--- src/verilog/lpv_defines.svh ---
// Constants for the link power and vendor message handler
`ifndef LPV_DEFINES_SVH
`define LPV_DEFINES_SVH
`define LPV_OCT_REQ        8'h01
`define LPV_OCT_GRANT      8'h80
`define LPV_OCT_REJECT     8'h81
`define LPV_STATE_IDLE     8'h03
`define LPV_RSN_BUSY       8'h01
`define LPV_RSN_INVALID    8'h02
`define LPV_RSN_UNWANTED   8'h03
`define LPV_PM_REQ_LEN     3
`define LPV_PM_REJ_LEN     3
`define LPV_ACK_LEN        2
`define LPV_VID_FIRST      3
`define LPV_VID_LAST       8
`define LPV_VMSG_FIRST     9
`define LPV_QUIET_NS       1000
`define LPV_CLK_NS         20
`define LPV_QUIET_CYC      ((`LPV_QUIET_NS + `LPV_CLK_NS - 1) / `LPV_CLK_NS)
`endif

--- src/verilog/lpv_pkg.sv ---
// Types shared by the link power and vendor message handler
package lpv_pkg;
  typedef logic [7:0] lpv_octet_type;
  typedef enum logic [1:0] {
    LPV_MSG_NONE  = 2'b00,
    LPV_MSG_PM    = 2'b01,
    LPV_MSG_VEND  = 2'b10
  } lpv_msg_type;
  typedef enum logic [2:0] {
    LPV_TX_IDLE   = 3'b000,
    LPV_TX_SEND   = 3'b001,
    LPV_TX_WAIT   = 3'b010,
    LPV_TX_QUIET  = 3'b011,
    LPV_TX_WATCH  = 3'b100
  } lpv_tx_state_type;
endpackage

--- src/verilog/lpv_handler.sv ---
// Link power and vendor message handler: answers and originates requests
//
// Notes on behaviour
// - Power request: three octets, 01, state
// - Either end may originate power request
// - First octet is the power command type
// - Grant two octets 80; reject 81+reason
// - Only defined values sent in octets 2-3
// - Exactly one response per power request; none once in the quiet state (code sends none to one arriving while one is pending or in LPV_TX_WATCH)
// - State other than 03 rejected reason 02
// - Valid request may reject busy or unwanted
// - Responder may start own request immediately
// - Requester stops transmitting on grant
// - Granter stops once peer stopped transmitting
// - Vendor request: 01, six-octet id, message
// - Vendor first octet normal or low type
// - Vendor answer 80 recognised, else 81
// - Identifier: country then provider code
// - Vendor message is vendor-specific content
`timescale 1ns/1ps
`default_nettype none
`include "lpv_defines.svh"
module lpv_handler #(
  parameter int QUIET_CYC = `LPV_QUIET_CYC
) (
  input  wire logic            core_clk,
  input  wire logic            rst,
  input  wire lpv_pkg::lpv_octet_type pm_type_code,
  input  wire lpv_pkg::lpv_octet_type vend_type_code,
  input  wire lpv_pkg::lpv_octet_type vend_lo_type_code,
  input  wire logic            rx_valid,
  input  wire logic            rx_last,
  input  wire lpv_pkg::lpv_octet_type rx_data,
  input  wire logic            peer_tx_active,
  input  wire logic            tx_ready,
  output logic                 tx_valid,
  output logic                 tx_last,
  output lpv_pkg::lpv_octet_type tx_data,
  output logic                 tx_enable,
  input  wire logic            local_busy,
  input  wire logic            local_unwanted,
  input  wire logic            req_start,
  input  wire logic            vend_recognised,
  output logic                 vend_req_seen,
  output logic                 vend_req_low,
  output logic                 pm_req_seen,
  output logic                 pm_outcome_valid,
  output logic                 pm_granted,
  output lpv_pkg::lpv_octet_type pm_reason,
  output logic                 tx_stopped
);
  import lpv_pkg::*;

  // ----------------------------------------------------------------
  // Receive side
  // ----------------------------------------------------------------
  logic          msg_done;
  lpv_msg_type   msg_kind;
  lpv_octet_type oct2;
  lpv_octet_type oct3;
  logic [9:0]    msg_len;
  logic          prio_low;

  lpv_rx_parse u_rx (
    .core_clk          (core_clk),
    .rst               (rst),
    .rx_valid          (rx_valid),
    .rx_last           (rx_last),
    .rx_data           (rx_data),
    .pm_type_code      (pm_type_code),
    .vend_type_code    (vend_type_code),
    .vend_lo_type_code (vend_lo_type_code),
    .vend_ok_in        (vend_recognised),
    .msg_done          (msg_done),
    .msg_kind          (msg_kind),
    .oct2              (oct2),
    .oct3              (oct3),
    .msg_len           (msg_len),
    .vend_prio_low     (prio_low)
  );

  // ----------------------------------------------------------------
  // Message classification
  // ----------------------------------------------------------------
  wire logic is_pm_w;
  wire logic pm_req_w;
  wire logic pm_grant_w;
  wire logic pm_reject_w;
  wire logic vend_req_w;
  wire logic state_ok_w;
  assign is_pm_w     = msg_done && (msg_kind == LPV_MSG_PM);
  assign pm_req_w    = is_pm_w && (oct2 == `LPV_OCT_REQ)
                       && (msg_len == 10'(`LPV_PM_REQ_LEN));
  assign pm_grant_w  = is_pm_w && (oct2 == `LPV_OCT_GRANT)
                       && (msg_len == 10'(`LPV_ACK_LEN));
  assign pm_reject_w = is_pm_w && (oct2 == `LPV_OCT_REJECT)
                       && (msg_len == 10'(`LPV_PM_REJ_LEN));
  // Vendor request needs the full identifier; message may be empty
  assign vend_req_w  = msg_done && (msg_kind == LPV_MSG_VEND)
                       && (oct2 == `LPV_OCT_REQ)
                       && (msg_len >= 10'(`LPV_VID_LAST));
  assign state_ok_w  = (oct3 == `LPV_STATE_IDLE);

  // Response reason: invalid first, then busy, then unwanted
  wire lpv_octet_type reason_w;
  wire logic          grant_w;
  assign reason_w = !state_ok_w     ? `LPV_RSN_INVALID :
                    local_busy      ? `LPV_RSN_BUSY :
                    local_unwanted  ? `LPV_RSN_UNWANTED : 8'h00;
  assign grant_w  = state_ok_w && !local_busy && !local_unwanted;

  // ----------------------------------------------------------------
  // Transmit side and control state
  // ----------------------------------------------------------------
  lpv_tx_state_type st_r;
  lpv_tx_state_type st_nxt;
  logic          tg_start;
  lpv_octet_type tg_o1;
  lpv_octet_type tg_o2;
  lpv_octet_type tg_o3;
  logic [1:0]    tg_len;
  logic          tg_busy;
  logic          tg_done;
  logic          pend_resp_r;
  lpv_octet_type pend_o1_r;
  lpv_octet_type pend_o2_r;
  lpv_octet_type pend_o3_r;
  logic [1:0]    pend_len_r;
  logic          pend_req_r;
  logic          awaiting_r;
  logic          granter_r;
  logic [15:0]   quiet_cnt_r;
  logic [2:0]    peer_sync_r;
  logic          peer_act_r;

  lpv_tx_gen u_tx (
    .core_clk (core_clk),
    .rst      (rst),
    .start    (tg_start),
    .o1       (tg_o1),
    .o2       (tg_o2),
    .o3       (tg_o3),
    .len      (tg_len),
    .tx_ready (tx_ready),
    .tx_valid (tx_valid),
    .tx_last  (tx_last),
    .tx_data  (tx_data),
    .busy     (tg_busy),
    .done     (tg_done)
  );

  // Responses go before a locally started request
  wire logic send_req_w;
  assign send_req_w = pend_req_r && !pend_resp_r && !awaiting_r;
  assign tg_start = (st_r == LPV_TX_IDLE) && !tg_busy && (pend_resp_r || send_req_w);
  assign tg_o1    = pend_resp_r ? pend_o1_r : pm_type_code;
  assign tg_o2    = pend_resp_r ? pend_o2_r : `LPV_OCT_REQ;
  assign tg_o3    = pend_resp_r ? pend_o3_r : `LPV_STATE_IDLE;
  assign tg_len   = pend_resp_r ? pend_len_r : 2'(`LPV_PM_REQ_LEN);

  // Peer activity passes three flops; change taken when last two agree
  wire logic peer_agree_w;
  assign peer_agree_w = (peer_sync_r[1] == peer_sync_r[2]);
  always_ff @(posedge core_clk or posedge rst) begin
    if (rst) begin
      peer_sync_r <= 3'h7;                                                    // Matches active-at-reset
      peer_act_r  <= 1'b1;
    end else begin
      peer_sync_r <= {peer_sync_r[1:0], peer_tx_active};
      if (peer_agree_w) peer_act_r <= peer_sync_r[2];
    end
  end

  // State transitions
  always_comb begin
    st_nxt = st_r;
    case (st_r)
      LPV_TX_IDLE: begin
        if (tg_start) st_nxt = LPV_TX_SEND;
      end
      LPV_TX_SEND: begin
        if (tg_done) st_nxt = granter_r ? LPV_TX_WATCH : LPV_TX_IDLE;
      end
      LPV_TX_WATCH: begin
        if (!peer_act_r) st_nxt = LPV_TX_QUIET;
      end
      LPV_TX_QUIET: begin
        st_nxt = LPV_TX_QUIET;
      end
      default: begin
        st_nxt = LPV_TX_IDLE;
      end
    endcase
    if (pm_grant_w && awaiting_r) st_nxt = LPV_TX_QUIET;
  end

  // Pending response capture: one answer per request arriving while none is pending, outside the quiet state
  always_ff @(posedge core_clk or posedge rst) begin
    if (rst) begin
      pend_resp_r <= 1'b0;
      pend_o1_r   <= 8'h00;
      pend_o2_r   <= 8'h00;
      pend_o3_r   <= 8'h00;
      pend_len_r  <= 2'h0;
      granter_r   <= 1'b0;
    end else begin
      if (tg_start && pend_resp_r) pend_resp_r <= 1'b0;
      if (pm_req_w && !pend_resp_r && (st_r != LPV_TX_QUIET)) begin
        pend_resp_r <= 1'b1;
        pend_o1_r   <= pm_type_code;
        pend_o2_r   <= grant_w ? `LPV_OCT_GRANT : `LPV_OCT_REJECT;
        pend_o3_r   <= reason_w;
        pend_len_r  <= grant_w ? 2'(`LPV_ACK_LEN) : 2'(`LPV_PM_REJ_LEN);
        granter_r   <= grant_w;
      end else if (vend_req_w && !pend_resp_r && (st_r != LPV_TX_QUIET)) begin
        pend_resp_r <= 1'b1;
        pend_o1_r   <= prio_low ? vend_lo_type_code : vend_type_code;
        pend_o2_r   <= vend_recognised ? `LPV_OCT_GRANT : `LPV_OCT_REJECT;
        pend_o3_r   <= 8'h00;
        pend_len_r  <= 2'(`LPV_ACK_LEN);
        granter_r   <= 1'b0;
      end
    end
  end

  // Local request bookkeeping and outcome report
  always_ff @(posedge core_clk or posedge rst) begin
    if (rst) begin
      st_r             <= LPV_TX_IDLE;
      pend_req_r       <= 1'b0;
      awaiting_r       <= 1'b0;
      pm_outcome_valid <= 1'b0;
      pm_granted       <= 1'b0;
      pm_reason        <= 8'h00;
      tx_stopped       <= 1'b0;
      pm_req_seen      <= 1'b0;
      vend_req_seen    <= 1'b0;
      vend_req_low     <= 1'b0;
      quiet_cnt_r      <= 16'h0000;
    end else begin
      st_r             <= st_nxt;
      pm_outcome_valid <= 1'b0;
      tx_stopped       <= 1'b0;
      pm_req_seen      <= pm_req_w;
      vend_req_seen    <= vend_req_w;
      if (vend_req_w) vend_req_low <= prio_low;
      if (req_start && (st_r != LPV_TX_QUIET)) pend_req_r <= 1'b1;
      if (tg_start && !pend_resp_r) begin
        pend_req_r <= 1'b0;
        awaiting_r <= 1'b1;
      end
      if (awaiting_r && (pm_grant_w || pm_reject_w)) begin
        awaiting_r       <= 1'b0;
        pm_outcome_valid <= 1'b1;
        pm_granted       <= pm_grant_w;
        pm_reason        <= pm_grant_w ? 8'h00 : oct3;
      end
      if ((st_nxt == LPV_TX_QUIET) && (st_r != LPV_TX_QUIET)) begin
        tx_stopped  <= 1'b1;
        quiet_cnt_r <= 16'(QUIET_CYC);
      end else if (quiet_cnt_r != 16'h0000) begin
        quiet_cnt_r <= quiet_cnt_r - 16'h0001;
      end
    end
  end

  // Transmitter enable drops in the quiet state
  assign tx_enable = (st_r != LPV_TX_QUIET);
endmodule
`default_nettype wire

--- src/verilog/lpv_rx_parse.sv ---
// Receive parser: classifies one incoming overhead message octet by octet
`timescale 1ns/1ps
`default_nettype none
`include "lpv_defines.svh"
module lpv_rx_parse (
  input  wire logic            core_clk,
  input  wire logic            rst,
  input  wire logic            rx_valid,
  input  wire logic            rx_last,
  input  wire lpv_pkg::lpv_octet_type rx_data,
  input  wire lpv_pkg::lpv_octet_type pm_type_code,
  input  wire lpv_pkg::lpv_octet_type vend_type_code,
  input  wire lpv_pkg::lpv_octet_type vend_lo_type_code,
  input  wire logic            vend_ok_in,
  output logic                 msg_done,
  output lpv_pkg::lpv_msg_type msg_kind,
  output lpv_pkg::lpv_octet_type oct2,
  output lpv_pkg::lpv_octet_type oct3,
  output logic [9:0]           msg_len,
  output logic                 vend_prio_low
);
  import lpv_pkg::*;
  logic [9:0]   idx_r;
  lpv_msg_type  kind_r;
  logic         low_r;
  wire logic    first_w;
  wire lpv_msg_type kind_first_w;
  assign first_w = (idx_r == 10'h000);
  // First octet carries the command type
  assign kind_first_w = (rx_data == pm_type_code) ? LPV_MSG_PM :
                        ((rx_data == vend_type_code) || (rx_data == vend_lo_type_code))
                        ? LPV_MSG_VEND : LPV_MSG_NONE;
  // Octet counter and captured header fields
  always_ff @(posedge core_clk or posedge rst) begin
    if (rst) begin
      idx_r <= 10'h000;
      kind_r <= LPV_MSG_NONE;
      low_r <= 1'b0;
      oct2 <= 8'h00;
      oct3 <= 8'h00;
      msg_len <= 10'h000;
      msg_done <= 1'b0;
      msg_kind <= LPV_MSG_NONE;
      vend_prio_low <= 1'b0;
    end else begin
      msg_done <= 1'b0;
      if (rx_valid) begin
        if (first_w) begin
          kind_r <= kind_first_w;
          low_r <= (rx_data == vend_lo_type_code);
        end
        if (idx_r == 10'h001) oct2 <= rx_data;
        if (idx_r == 10'h002) oct3 <= rx_data;
        if (rx_last) begin
          idx_r <= 10'h000;
          msg_done <= 1'b1;
          msg_kind <= first_w ? kind_first_w : kind_r;
          msg_len <= idx_r + 10'h001;
          vend_prio_low <= first_w ? (rx_data == vend_lo_type_code) : low_r;
        end else if (idx_r != 10'h3FF) begin
          idx_r <= idx_r + 10'h001;
        end
      end
    end
  end
  // Vendor check input is held by the caller until message end
  wire logic unused_w;
  assign unused_w = vend_ok_in;
endmodule
`default_nettype wire

--- src/verilog/lpv_tx_gen.sv ---
// Transmit generator: serialises a response or request of up to three octets
`timescale 1ns/1ps
`default_nettype none
module lpv_tx_gen (
  input  wire logic            core_clk,
  input  wire logic            rst,
  input  wire logic            start,
  input  wire lpv_pkg::lpv_octet_type o1,
  input  wire lpv_pkg::lpv_octet_type o2,
  input  wire lpv_pkg::lpv_octet_type o3,
  input  wire logic [1:0]      len,
  input  wire logic            tx_ready,
  output logic                 tx_valid,
  output logic                 tx_last,
  output lpv_pkg::lpv_octet_type tx_data,
  output logic                 busy,
  output logic                 done
);
  import lpv_pkg::*;
  lpv_octet_type b1_r;
  lpv_octet_type b2_r;
  lpv_octet_type b3_r;
  logic [1:0]   left_r;
  assign tx_valid = (left_r != 2'h0);
  assign busy     = tx_valid;
  assign tx_last  = (left_r == 2'h1);
  assign tx_data  = b1_r;
  // Shift octets out while the transport accepts them
  always_ff @(posedge core_clk or posedge rst) begin
    if (rst) begin
      b1_r <= 8'h00;
      b2_r <= 8'h00;
      b3_r <= 8'h00;
      left_r <= 2'h0;
      done <= 1'b0;
    end else begin
      done <= 1'b0;
      if (start && !tx_valid) begin
        b1_r <= o1;
        b2_r <= o2;
        b3_r <= o3;
        left_r <= len;
      end else if (tx_valid && tx_ready) begin
        b1_r <= b2_r;
        b2_r <= b3_r;
        left_r <= left_r - 2'h1;
        done <= tx_last;
      end
    end
  end
endmodule
`default_nettype wire
--- config.mk ---
export PLATFORM = sky130hd
export DESIGN_NAME = lpv_handler
export DESIGN_NICKNAME = d
export VERILOG_FILES = /design/src/verilog/lpv_pkg.sv /design/src/verilog/lpv_handler.sv /design/src/verilog/lpv_rx_parse.sv /design/src/verilog/lpv_tx_gen.sv
export VERILOG_INCLUDE_DIRS = /design/src /design/src/verilog
export SDC_FILE = /design/constraint.sdc
export NUM_CORES = 1
export LEC_CHECK = 0
export BUFFER_PORTS_ARGS = -buffer_cell sky130_fd_sc_hd__buf_2
export CAP_MARGIN = 15
export CORE_MARGIN = 4
export CORE_UTILIZATION = 52
export CTS_CLUSTER_SIZE = 20
export DETAILED_ROUTE_END_ITERATION = 10
export GPL_TIMING_DRIVEN = 1
export PLACE_DENSITY = 0.72
export SYNTH_ARGS = -nofsm -noshare
export SYNTH_HDL_FRONTEND = slang
export SYNTH_SLANG_ARGS = --single-unit
export TNS_END_PERCENT = 30
--- constraint.sdc ---
create_clock -name core_clk -period 3.15 [get_ports core_clk]
set_input_delay 0.63 -clock core_clk [delete_from_list [all_inputs] [get_ports core_clk]]
set_output_delay 0.63 -clock core_clk [all_outputs]
set_load 0.05 [all_outputs]
Yosys cells after proc, flatten, opt, wreduce, memory -nomap -nowiden --
Index checks and enable logic that the tools add are counted.
Cells by class: add/sub/neg operators 2, order comparisons 1, divide/modulo/power cells 0, equality and inequality tests 21, reduce and logical (&&, ||, !) cells 49, bitwise logic cells 0, muxes and demuxes 53, $mul 0, shift-type cells 0
Operator list (count):
- $mux W8 | 15
- $eq A10 B2 Y1 const B | 3
- $logic_and A1 B1 Y1 | 28
- $eq A8 B8 Y1 | 3
- $mux W2 | 11
- $mux W10 | 2
- $mux W1 | 19
- $eq A8 B8 Y1 const B | 2
- $mux W3 | 5
- $pmux W3 S4 | 1
- $reduce_bool A2 Y1 | 6
- $add A10 B1 Y10 const B | 1
- $eq A10 B1 Y1 const B | 1
- $ge A10 B4 Y1 const B | 1
- $logic_not A10 Y1 | 1
- $ne A10 B10 Y1 const B | 1
- $eq A8 B1 Y1 const B | 1
- $eq A8 B2 Y1 const B | 1
- $reduce_and A2 Y1 | 4
- $eq A3 B2 Y1 const B | 2
- $logic_not A1 Y1 | 5
- $eq A2 B1 Y1 const B | 2
- $eq A3 B1 Y1 const B | 1
- $eq A3 B3 Y1 const B | 1
- 7 further kinds | 9
Word-level totals: bits in read-only memories 0, RAM bits 0, input port bits 42, latch bits 0, memories kept 0, flip-flop bits (word level) 121

Longest topological paths before layout --
Gate-level depths: netlist of run 1.
depth after elaboration 11, mapped depth 7

Cells and area by module --
A second synthesis of run 1 with hierarchy kept.
Second synthesis, totals: cell total of the unflattened synthesis 513, area total of the unflattened synthesis 5571.6 µm²
By module, submodules not included:
- lpv_rx_parse | sequential area each 1076.0 µm², instances 1, area an instance 2321.0 µm², cells each 214
- lpv_handler | sequential area each 955.9 µm², instances 1, area an instance 1961.9 µm², cells each 189
- lpv_tx_gen | sequential area each 675.6 µm², instances 1, area an instance 1288.7 µm², cells each 110

Worst setup path after synthesis of run 1 --
Ideal clock, no wire load.
path type flip-flop to flip-flop, from reg u_rx.msg_len[9], to reg pm_reason[0], data arrival time 1.932 ns, required time 3.029 ns, period minus slack after synthesis 2.053 ns, setup slack 1.097 ns, cell stages (with the launch flop) 5, cell sequence dfrtp_1 or4_4 or4_4 a211o_4 a22o_1
Between the ends: word-level cells in the longest chain between the ends 4, elaborated cells between the ends (all ways) 7, those cells by class eq/ne (2); mux (1); reduce/logical (4)
RTL lines:
- start, declared | RTL line lpv_rx_parse.sv:19 | output logic [9:0] msg_len,
- start signal, assigned | RTL line lpv_rx_parse.sv:58 | msg_len <= idx_r + 10'h001;
- $eq A10 B2 Y1 (on tied branches) | RTL line lpv_handler.sv:95, lpv_handler.sv:97
- $logic_and A1 B1 Y1 (on tied branches) | RTL line lpv_handler.sv:94, lpv_handler.sv:96
- $logic_or A1 B1 Y1 | RTL line lpv_handler.sv:252 | if (awaiting_r && (pm_grant_w || pm_reject_w)) begin
- $logic_and A1 B1 Y1 | RTL line lpv_handler.sv:252
- end signal, assigned | RTL line lpv_handler.sv:256 | pm_reason <= pm_grant_w ? 8'h00 : oct3;
- end, declared | RTL line lpv_handler.sv:49 | output lpv_pkg::lpv_octet_type pm_reason,
Several ways; a longest one is shown, not always the timed one. A chain may end at the register's enable or synchronous reset.

Final worst setup path of run 1 --
from reg u_rx.msg_len[9], to reg pend_o1_r[0]
Between the ends: word-level cells in the longest chain between the ends 5, elaborated cells between the ends (all ways) 10, those cells by class order compare (1); eq/ne (1); mux (1); reduce/logical (7)
RTL lines:
- $ge A10 B4 Y1 or $eq A10 B2 Y1 (tied branches) | RTL line lpv_handler.sv:101, lpv_handler.sv:93
- $logic_and A1 B1 Y1 (on tied branches) | RTL line lpv_handler.sv:99, lpv_handler.sv:92
- $logic_and A1 B1 Y1 (on tied branches) (2 in series) | RTL line lpv_handler.sv:215, lpv_handler.sv:208
- $reduce_bool A2 Y1 (no source line) or $mux W8 (tied branches)
- end signal, assigned | RTL line lpv_handler.sv:210 | pend_o1_r <= pm_type_code;
- end signal, assigned | RTL line lpv_handler.sv:217 | pend_o1_r <= prio_low ? vend_lo_type_code : vend_type_code;
- end, declared | RTL line lpv_handler.sv:125 | lpv_octet_type pend_o1_r;
Several ways; a longest one is shown, not always the timed one.

==> impl_metrics.tcl, run 1 <==
set metrics [dict create \
    clkPwrFrac_pct 29.6 \
    p_seq_share_pct 48.9 \
    ys_types 54 \
    cts-buffers-inserted 9 \
    power_density_nw_per_um2 603 \
    crit_required_ns 3.40 \
    wirelength_um 10900 \
    drt_iter0_markers 202 \
    start_util_pct 54.1 \
    swShare_pct 30.5 \
    p_comb_share_pct 21.5 \
    grt_setup_unrepaired "no" \
    fmax_ghz 0.407 \
    hold_slack_ns 0.355 \
    syn-cell-area_um2 4790 \
    multi_input_area_um2 2210 \
    cpLargestDelayFamily "simple AND/OR/NAND/NOR gates" \
    num_vias 3639 \
    grt.overflow.total 0 \
    leakage_nw 2.48 \
    routabilityCongestion 0.856 \
    totalPowerFinal_mw 3.30 \
    ioPinCount 67 \
    hold_viol_final 0 \
    clock-root-buffer "clkbuf_8" \
    route.detailed.drc 0 \
    p_sw_mw 1.01 \
    cap_viol_max_count 0 \
    final_nets 566 \
    grt_first_pass_wirelength_um 18500 \
    max_slew_margin_pct 45.8 \
    min_period_ns 2.46 \
    critPathSlowestCell "or4_4" \
    ys_warn_count 0 \
    max_slew.worst_pin.slew_ns 0.812 \
    insertion_delay_ns 0.37 \
    core-area_um2 8850 \
    synth-seq-cells 97 \
    diodes 0 \
    post_cts_resized 0 \
    die_h_um 104 \
    synth_cells 456 \
    ir_worst_vdd_mv 0.236 \
    dieWidth_um 104 \
    status "finished clean" \
    antenna_found_initial 0 \
    port_buffers 66 \
    area.growth.synth_to_final_pct 14.3 \
    firstDrtPassIters 4 \
    post-cts-setup-buffers 0 \
    postCtsHoldBufs 0 \
    hold_path_class "input pin to register" \
    mappedNetlistNets 504 \
    grt_max_degree 62 \
    synth-edff-count 0 \
    die_area_um2 10800 \
    async_flop_share_pct 100 \
    synth-main-ff-cell "dfrtp_1" \
    clk_path_buf_depth 2 \
    final_antenna_net_count 0 \
    tritoncts "built" \
    yosysSeqAreaShare_pct 50.8 \
    wl_per_cell_um 17.3 \
    final_max_slew_viol_count 0 \
    layout-drive-gt1-share_pct 25.0 \
    critPathArrivalTime_ns 2.71 \
    seq_area_um2 2430 \
    finClkSkew_ns 0.0140 \
    crit_path_start_kind "register" \
    htreeDepth 3 \
    routed_via_density 5.77 \
    cts_sinks 97 \
    period_share_pct 78.1 \
    intPower_mw 2.29 \
    dp_hpwl_um 8070 \
    first_global_vias 3654 \
    worstPathCellList "or4_4, nor4_2, nand4_2, o22ai_1, nor2_1" \
    critPathMaxFanout 26 \
    critPathBufInv 0 \
    fillCellCount 729 \
    endpoint_kind "register" \
    syn_avg_cell_area_um2 10.5 \
    critPathKind "register to register" \
    report.final.setup_viol 0 \
    rrSetupSlack_ns 0.69 \
    finalSetupTns_ns 0 \
    slowest_delay_ns 0.55 \
    row_count 34 \
    clk_pin_slew_ns 0.10 \
    grt_use_total_pct 21.2 \
]
## cell type report
class                           count  share of cell area [%]
Inverter                           12                   0.892
Clock inverter                      6                    2.10
Multi-Input combinational cell    325                    40.5
Clock buffer                       10                    2.33
Sequential cell                    97                    44.5
Timing Repair Buffer               73                    7.23
Tap cell                          108                    2.47
## state kept, by name, summed over array words and instances (netlist names), 8 cells and up
signal,count
pm_reason,8
u_rx.oct2,8
u_rx.idx_r,10
u_tx.tx_data,8
u_rx.oct3,8
u_rx.msg_len,10
pend_o1_r,8
## placed cells by master, fill, tap and decap left out, types with 3 or more instances in the layout
cell type / count
xnor2_1: 28
nand4_1: 9
dfstp_2: 4
or3_1: 3
a21oi_1: 8
ha_1: 6
o22ai_1: 9
a22o_1: 8
o31ai_1: 4
a211oi_1: 4
or4_1: 4
o21ai_0: 33
clkbuf_8: 9
bufinv_16: 3
inv_1: 11
nor2b_1: 5
mux2i_1: 8
and3_1: 6
nand3_1: 23
nor3_1: 6
dfrtp_1: 93
mux2_2: 28
nand2b_1: 3
and3b_1: 10
nor4b_1: 3
and2_1: 6
o41ai_1: 3
buf_2: 66
nor2_1: 26
nand2_1: 40
xor2_1: 3
a31oi_1: 11
buf_4: 6
nand3b_1: 3
## cells by family (layout without fill, tap and decap cells)
kind of cell               Yosys count  count (layout)  share of synthesized area, %
DFF                                 97              97                          50.8
adders and majority gates            7               7                          1.78
muxes                               36              36                          8.26
xor gates and xnor gates            31              31                          5.67
buffers and inverters               34             101                          2.90
and+or+nand+nor                    161             161                          18.5
AOI/OAI and AO/OA                   90              90                          12.1
## per-stage QoR
step / setup slack [ns] / instances / util, % / instance area, um2
after CTS: 0.719 / 630 / 61.7 / 5460
after detailed placement: 0.744 / 614 / 59.0 / 5220
final: 0.691 / 631 / 61.8 / 5470
after global routing: 0.477 / 631 / 61.8 / 5470
after global placement: 0.872 / 614 / 59.0 / 5220
after floorplan: 1.10 / 456 / - / 4790
## cells in the mapped netlist, types with 2 or more instances
cell	instances	share of area, %
o22ai_1	9	1.2
o31ai_1	4	0.63
nand3b_1	3	0.47
dfrtp_1	93	49
nand2_1	40	3.1
or3_1	3	0.39
nor3_1	6	0.63
xor2_1	3	0.55
nand3_1	23	2.4
a21boi_0	2	0.31
nor2_1	26	2.0
mux2_2	28	6.6
buf_2	3	0.31
inv_1	12	0.94
clkbuf_1	16	1.3
or4_1	4	0.63
xnor2_1	28	5.1
and2_1	6	0.78
ha_1	6	1.6
nor4_1	2	0.26
nand2b_1	3	0.39
a22o_1	8	1.5
nor4b_1	3	0.55
a211oi_1	4	0.63
nor2b_1	5	0.65
a31oi_1	11	1.4
nor3b_1	2	0.31
and3b_1	10	1.8
or2_2	2	0.26
o21ai_0	33	3.5
dfstp_2	4	2.2
buf_1	2	0.16
o41ai_1	3	0.55
mux2i_1	8	1.7
and3_1	6	0.78
a21oi_1	8	0.84
or4_4	2	0.47
nand4_1	9	1.2
## layer usage
layer	up-vias	global-route usage, %	wire, um
met1	1776	27.2	4800
met3	17	3.72	315
met4	0	7.12	197
met2	74	36.4	5620
met5	-	0	0
li1	1772	-	-
## power groups by stage
stage | Combinational, mW | Sequential [mW] | Clock (mW)
2_1_floorplan | 0.514 | 1.62 | 0
3_3_place_gp | 0.693 | 1.62 | 0
3_5_place_dp | 0.712 | 1.64 | 0
4_1_cts | 0.717 | 1.61 | 0.992
5_1_grt | 0.788 | 1.64 | 1.05
6_report | 0.709 | 1.61 | 0.974
## final timing paths
path                       cells after the start             from             end
setup / recovery                               5  u_rx.msg_len[9]    pend_o1_r[0]
hold / removal                                 1   peer_tx_active  peer_sync_r[0]
setup reg to reg                               5  u_rx.msg_len[9]    pend_o1_r[0]
hold reg to reg                                0   peer_sync_r[0]  peer_sync_r[1]
max in group asynchronous                      3              rst    u_rx.oct3[0]
min in group asynchronous                      2              rst    u_tx.b2_r[7]
Power figures use the tool's default switching activity.
==> inputs of run 2 (changes only) <==
==> constraint.sdc (replaced) <==
create_clock -name core_clk -period 2.2 [get_ports core_clk]
set_input_delay 0.44 -clock core_clk [delete_from_list [all_inputs] [get_ports core_clk]]
set_output_delay 0.44 -clock core_clk [all_outputs]
set_load 0.05 [all_outputs]
==> impl_metrics.tcl, run 2 (synthesis gave the netlist of run 1 again) <==
set metrics [dict create \
    cts_sinks 97 \
    critPathKind "register to register" \
    fmax_ghz 0.465 \
    status "finished clean" \
    intPower_mw 2.96 \
    worst_path_most_repeated_cell "or4_4" \
    finClkSkew_ns 0.0148 \
    firstDrtPassIters 4 \
    diodes 0 \
    cpLargestDelayFamily "simple AND/OR/NAND/NOR gates" \
    routabilityCongestion 0.883 \
    insertion_delay_ns 0.37 \
    first_global_vias 3638 \
    grt.overflow.total 0 \
    swShare_pct 32.7 \
    critPathMaxFanout 8 \
    cap_viol_max_count 0 \
    die_area_um2 10800 \
    final_max_slew_viol_count 0 \
    tritoncts "built" \
    antenna_found_initial 0 \
    min_period_ns 2.15 \
    post-cts-setup-buffers 0 \
    clk_path_buf_depth 2 \
    max_slew.worst_pin.slew_ns 0.616 \
    grt_setup_unrepaired "no" \
    cts-buffers-inserted 9 \
    critPathSlowestCell "or4_4" \
    final_cell_mix "dfrtp_1, buf_2, nand2_1, o21ai_0" \
    power_density_nw_per_um2 793 \
    crit_path_start_kind "register" \
    wirelength_um 10700 \
    ir_worst_vdd_mv 0.484 \
    drt_iter0_markers 159 \
    row_count 34 \
    route.detailed.drc 0 \
    hold_viol_final 0 \
    routed_via_density 5.75 \
    grt_use_total_pct 20.7 \
    p_sw_mw 1.44 \
    grt_max_degree 37 \
    final_common_cell "dfrtp_1" \
    clk_pin_slew_ns 0.09 \
    p_seq_share_pct 52.3 \
    endpoint_kind "register" \
    finalSetupTns_ns 0 \
    hold_slack_ns 0.144 \
    core-area_um2 8850 \
    final_antenna_net_count 0 \
    wl_per_cell_um 16.7 \
    port_buffers 66 \
    critPathBufInv 0 \
    critPathArrivalTime_ns 2.40 \
    final_nets 579 \
    clkPwrFrac_pct 23.5 \
    ioPinCount 67 \
    report.final.setup_viol 0 \
    period_share_pct 97.7 \
    start_util_pct 54.1 \
    hold_path_class "input pin to async pin" \
    dp_hpwl_um 8270 \
    p_comb_share_pct 24.3 \
    dieWidth_um 104 \
    leakage_nw 2.54 \
    crit_required_ns 2.45 \
    area.growth.synth_to_final_pct 15.7 \
    max_slew_margin_pct 58.9 \
    layout-drive-gt1-share_pct 27.2 \
    fillCellCount 734 \
    htreeDepth 3 \
    reg_top3 "u_rx.idx_r: 10 flops, u_rx.msg_len: 10 flops" \
    num_vias 3700 \
    slowest_delay_ns 0.56 \
    grt_first_pass_wirelength_um 18200 \
    worstPathCellList "or4_4, or4_4, a211o_4, a22o_1" \
    die_h_um 104 \
    clock-root-buffer "clkbuf_8" \
]
[run 2: layout make-up]
class	count	area, um2	area share (%)
inverter	12	48.8	0.881
timing repair buffer	86	531	9.58
tap	108	135	2.44
clock buffer	9	124	2.24
multi-input combinational	325	2220	40.1
sequential	97	2430	43.9
clock inverter	7	46.3	0.836
[run 2: metrics by stage]
stage / instance area [um2] / power [mW] / setup WS [ns] / util (%) / std cells
floorplan: 4790 / 3.06 / 0.147 / - / 456
global route: 5540 / 4.66 / 0.00507 / 62.6 / 644
global placement: 5360 / 3.35 / 0.112 / 60.6 / 628
CTS: 5530 / 4.42 / 0.0521 / 62.5 / 644
detailed placement: 5360 / 3.40 / 0.0628 / 60.6 / 628
finish: 5540 / 4.39 / 0.0503 / 62.6 / 644
[run 2: worst paths after layout]
check	slack, ns	end	cells after the start	from
hold / removal	0.14	u_tx.done	2	rst
max in group asynchronous	1.48	u_rx.kind_r[0]	3	rst
setup reg to reg	0.05	pm_reason[6]	4	u_rx.msg_len[9]
setup / recovery	0.05	pm_reason[6]	4	u_rx.msg_len[9]
hold reg to reg	0.37	peer_sync_r[1]	0	peer_sync_r[0]
min in group core_clk	0.17	peer_sync_r[0]	1	peer_tx_active
[run 2: layer usage]
layer / share of wire (%) / global-route usage [%] / wire length (um)
met1: 44 / 27.4 / 4680
met2: 51 / 34.7 / 5470
met5: 0 / 0 / 0
met4: 1.7 / 5.89 / 183
met3: 3.6 / 4.03 / 387
[run 2: timing repair]
| item | 4_1_cts | 5_1_grt |
|---|---|---|
| resized for setup | 0 | 1 |
| setup endpoints to repair | 0 | 2 |
| hold buffers | 0 | 0 |
[run 2: power by group through the flow]
| stage | Combinational, mW | Sequential [mW] | Clock, mW |
|---|---|---|---|
| after detailed placement | 1.07 | 2.33 | 0 |
| after global routing | 1.18 | 2.34 | 1.14 |
| after CTS | 1.07 | 2.29 | 1.06 |
| after global placement | 1.03 | 2.31 | 0 |
| after floorplan | 0.736 | 2.32 | 0 |
| final | 1.07 | 2.30 | 1.03 |
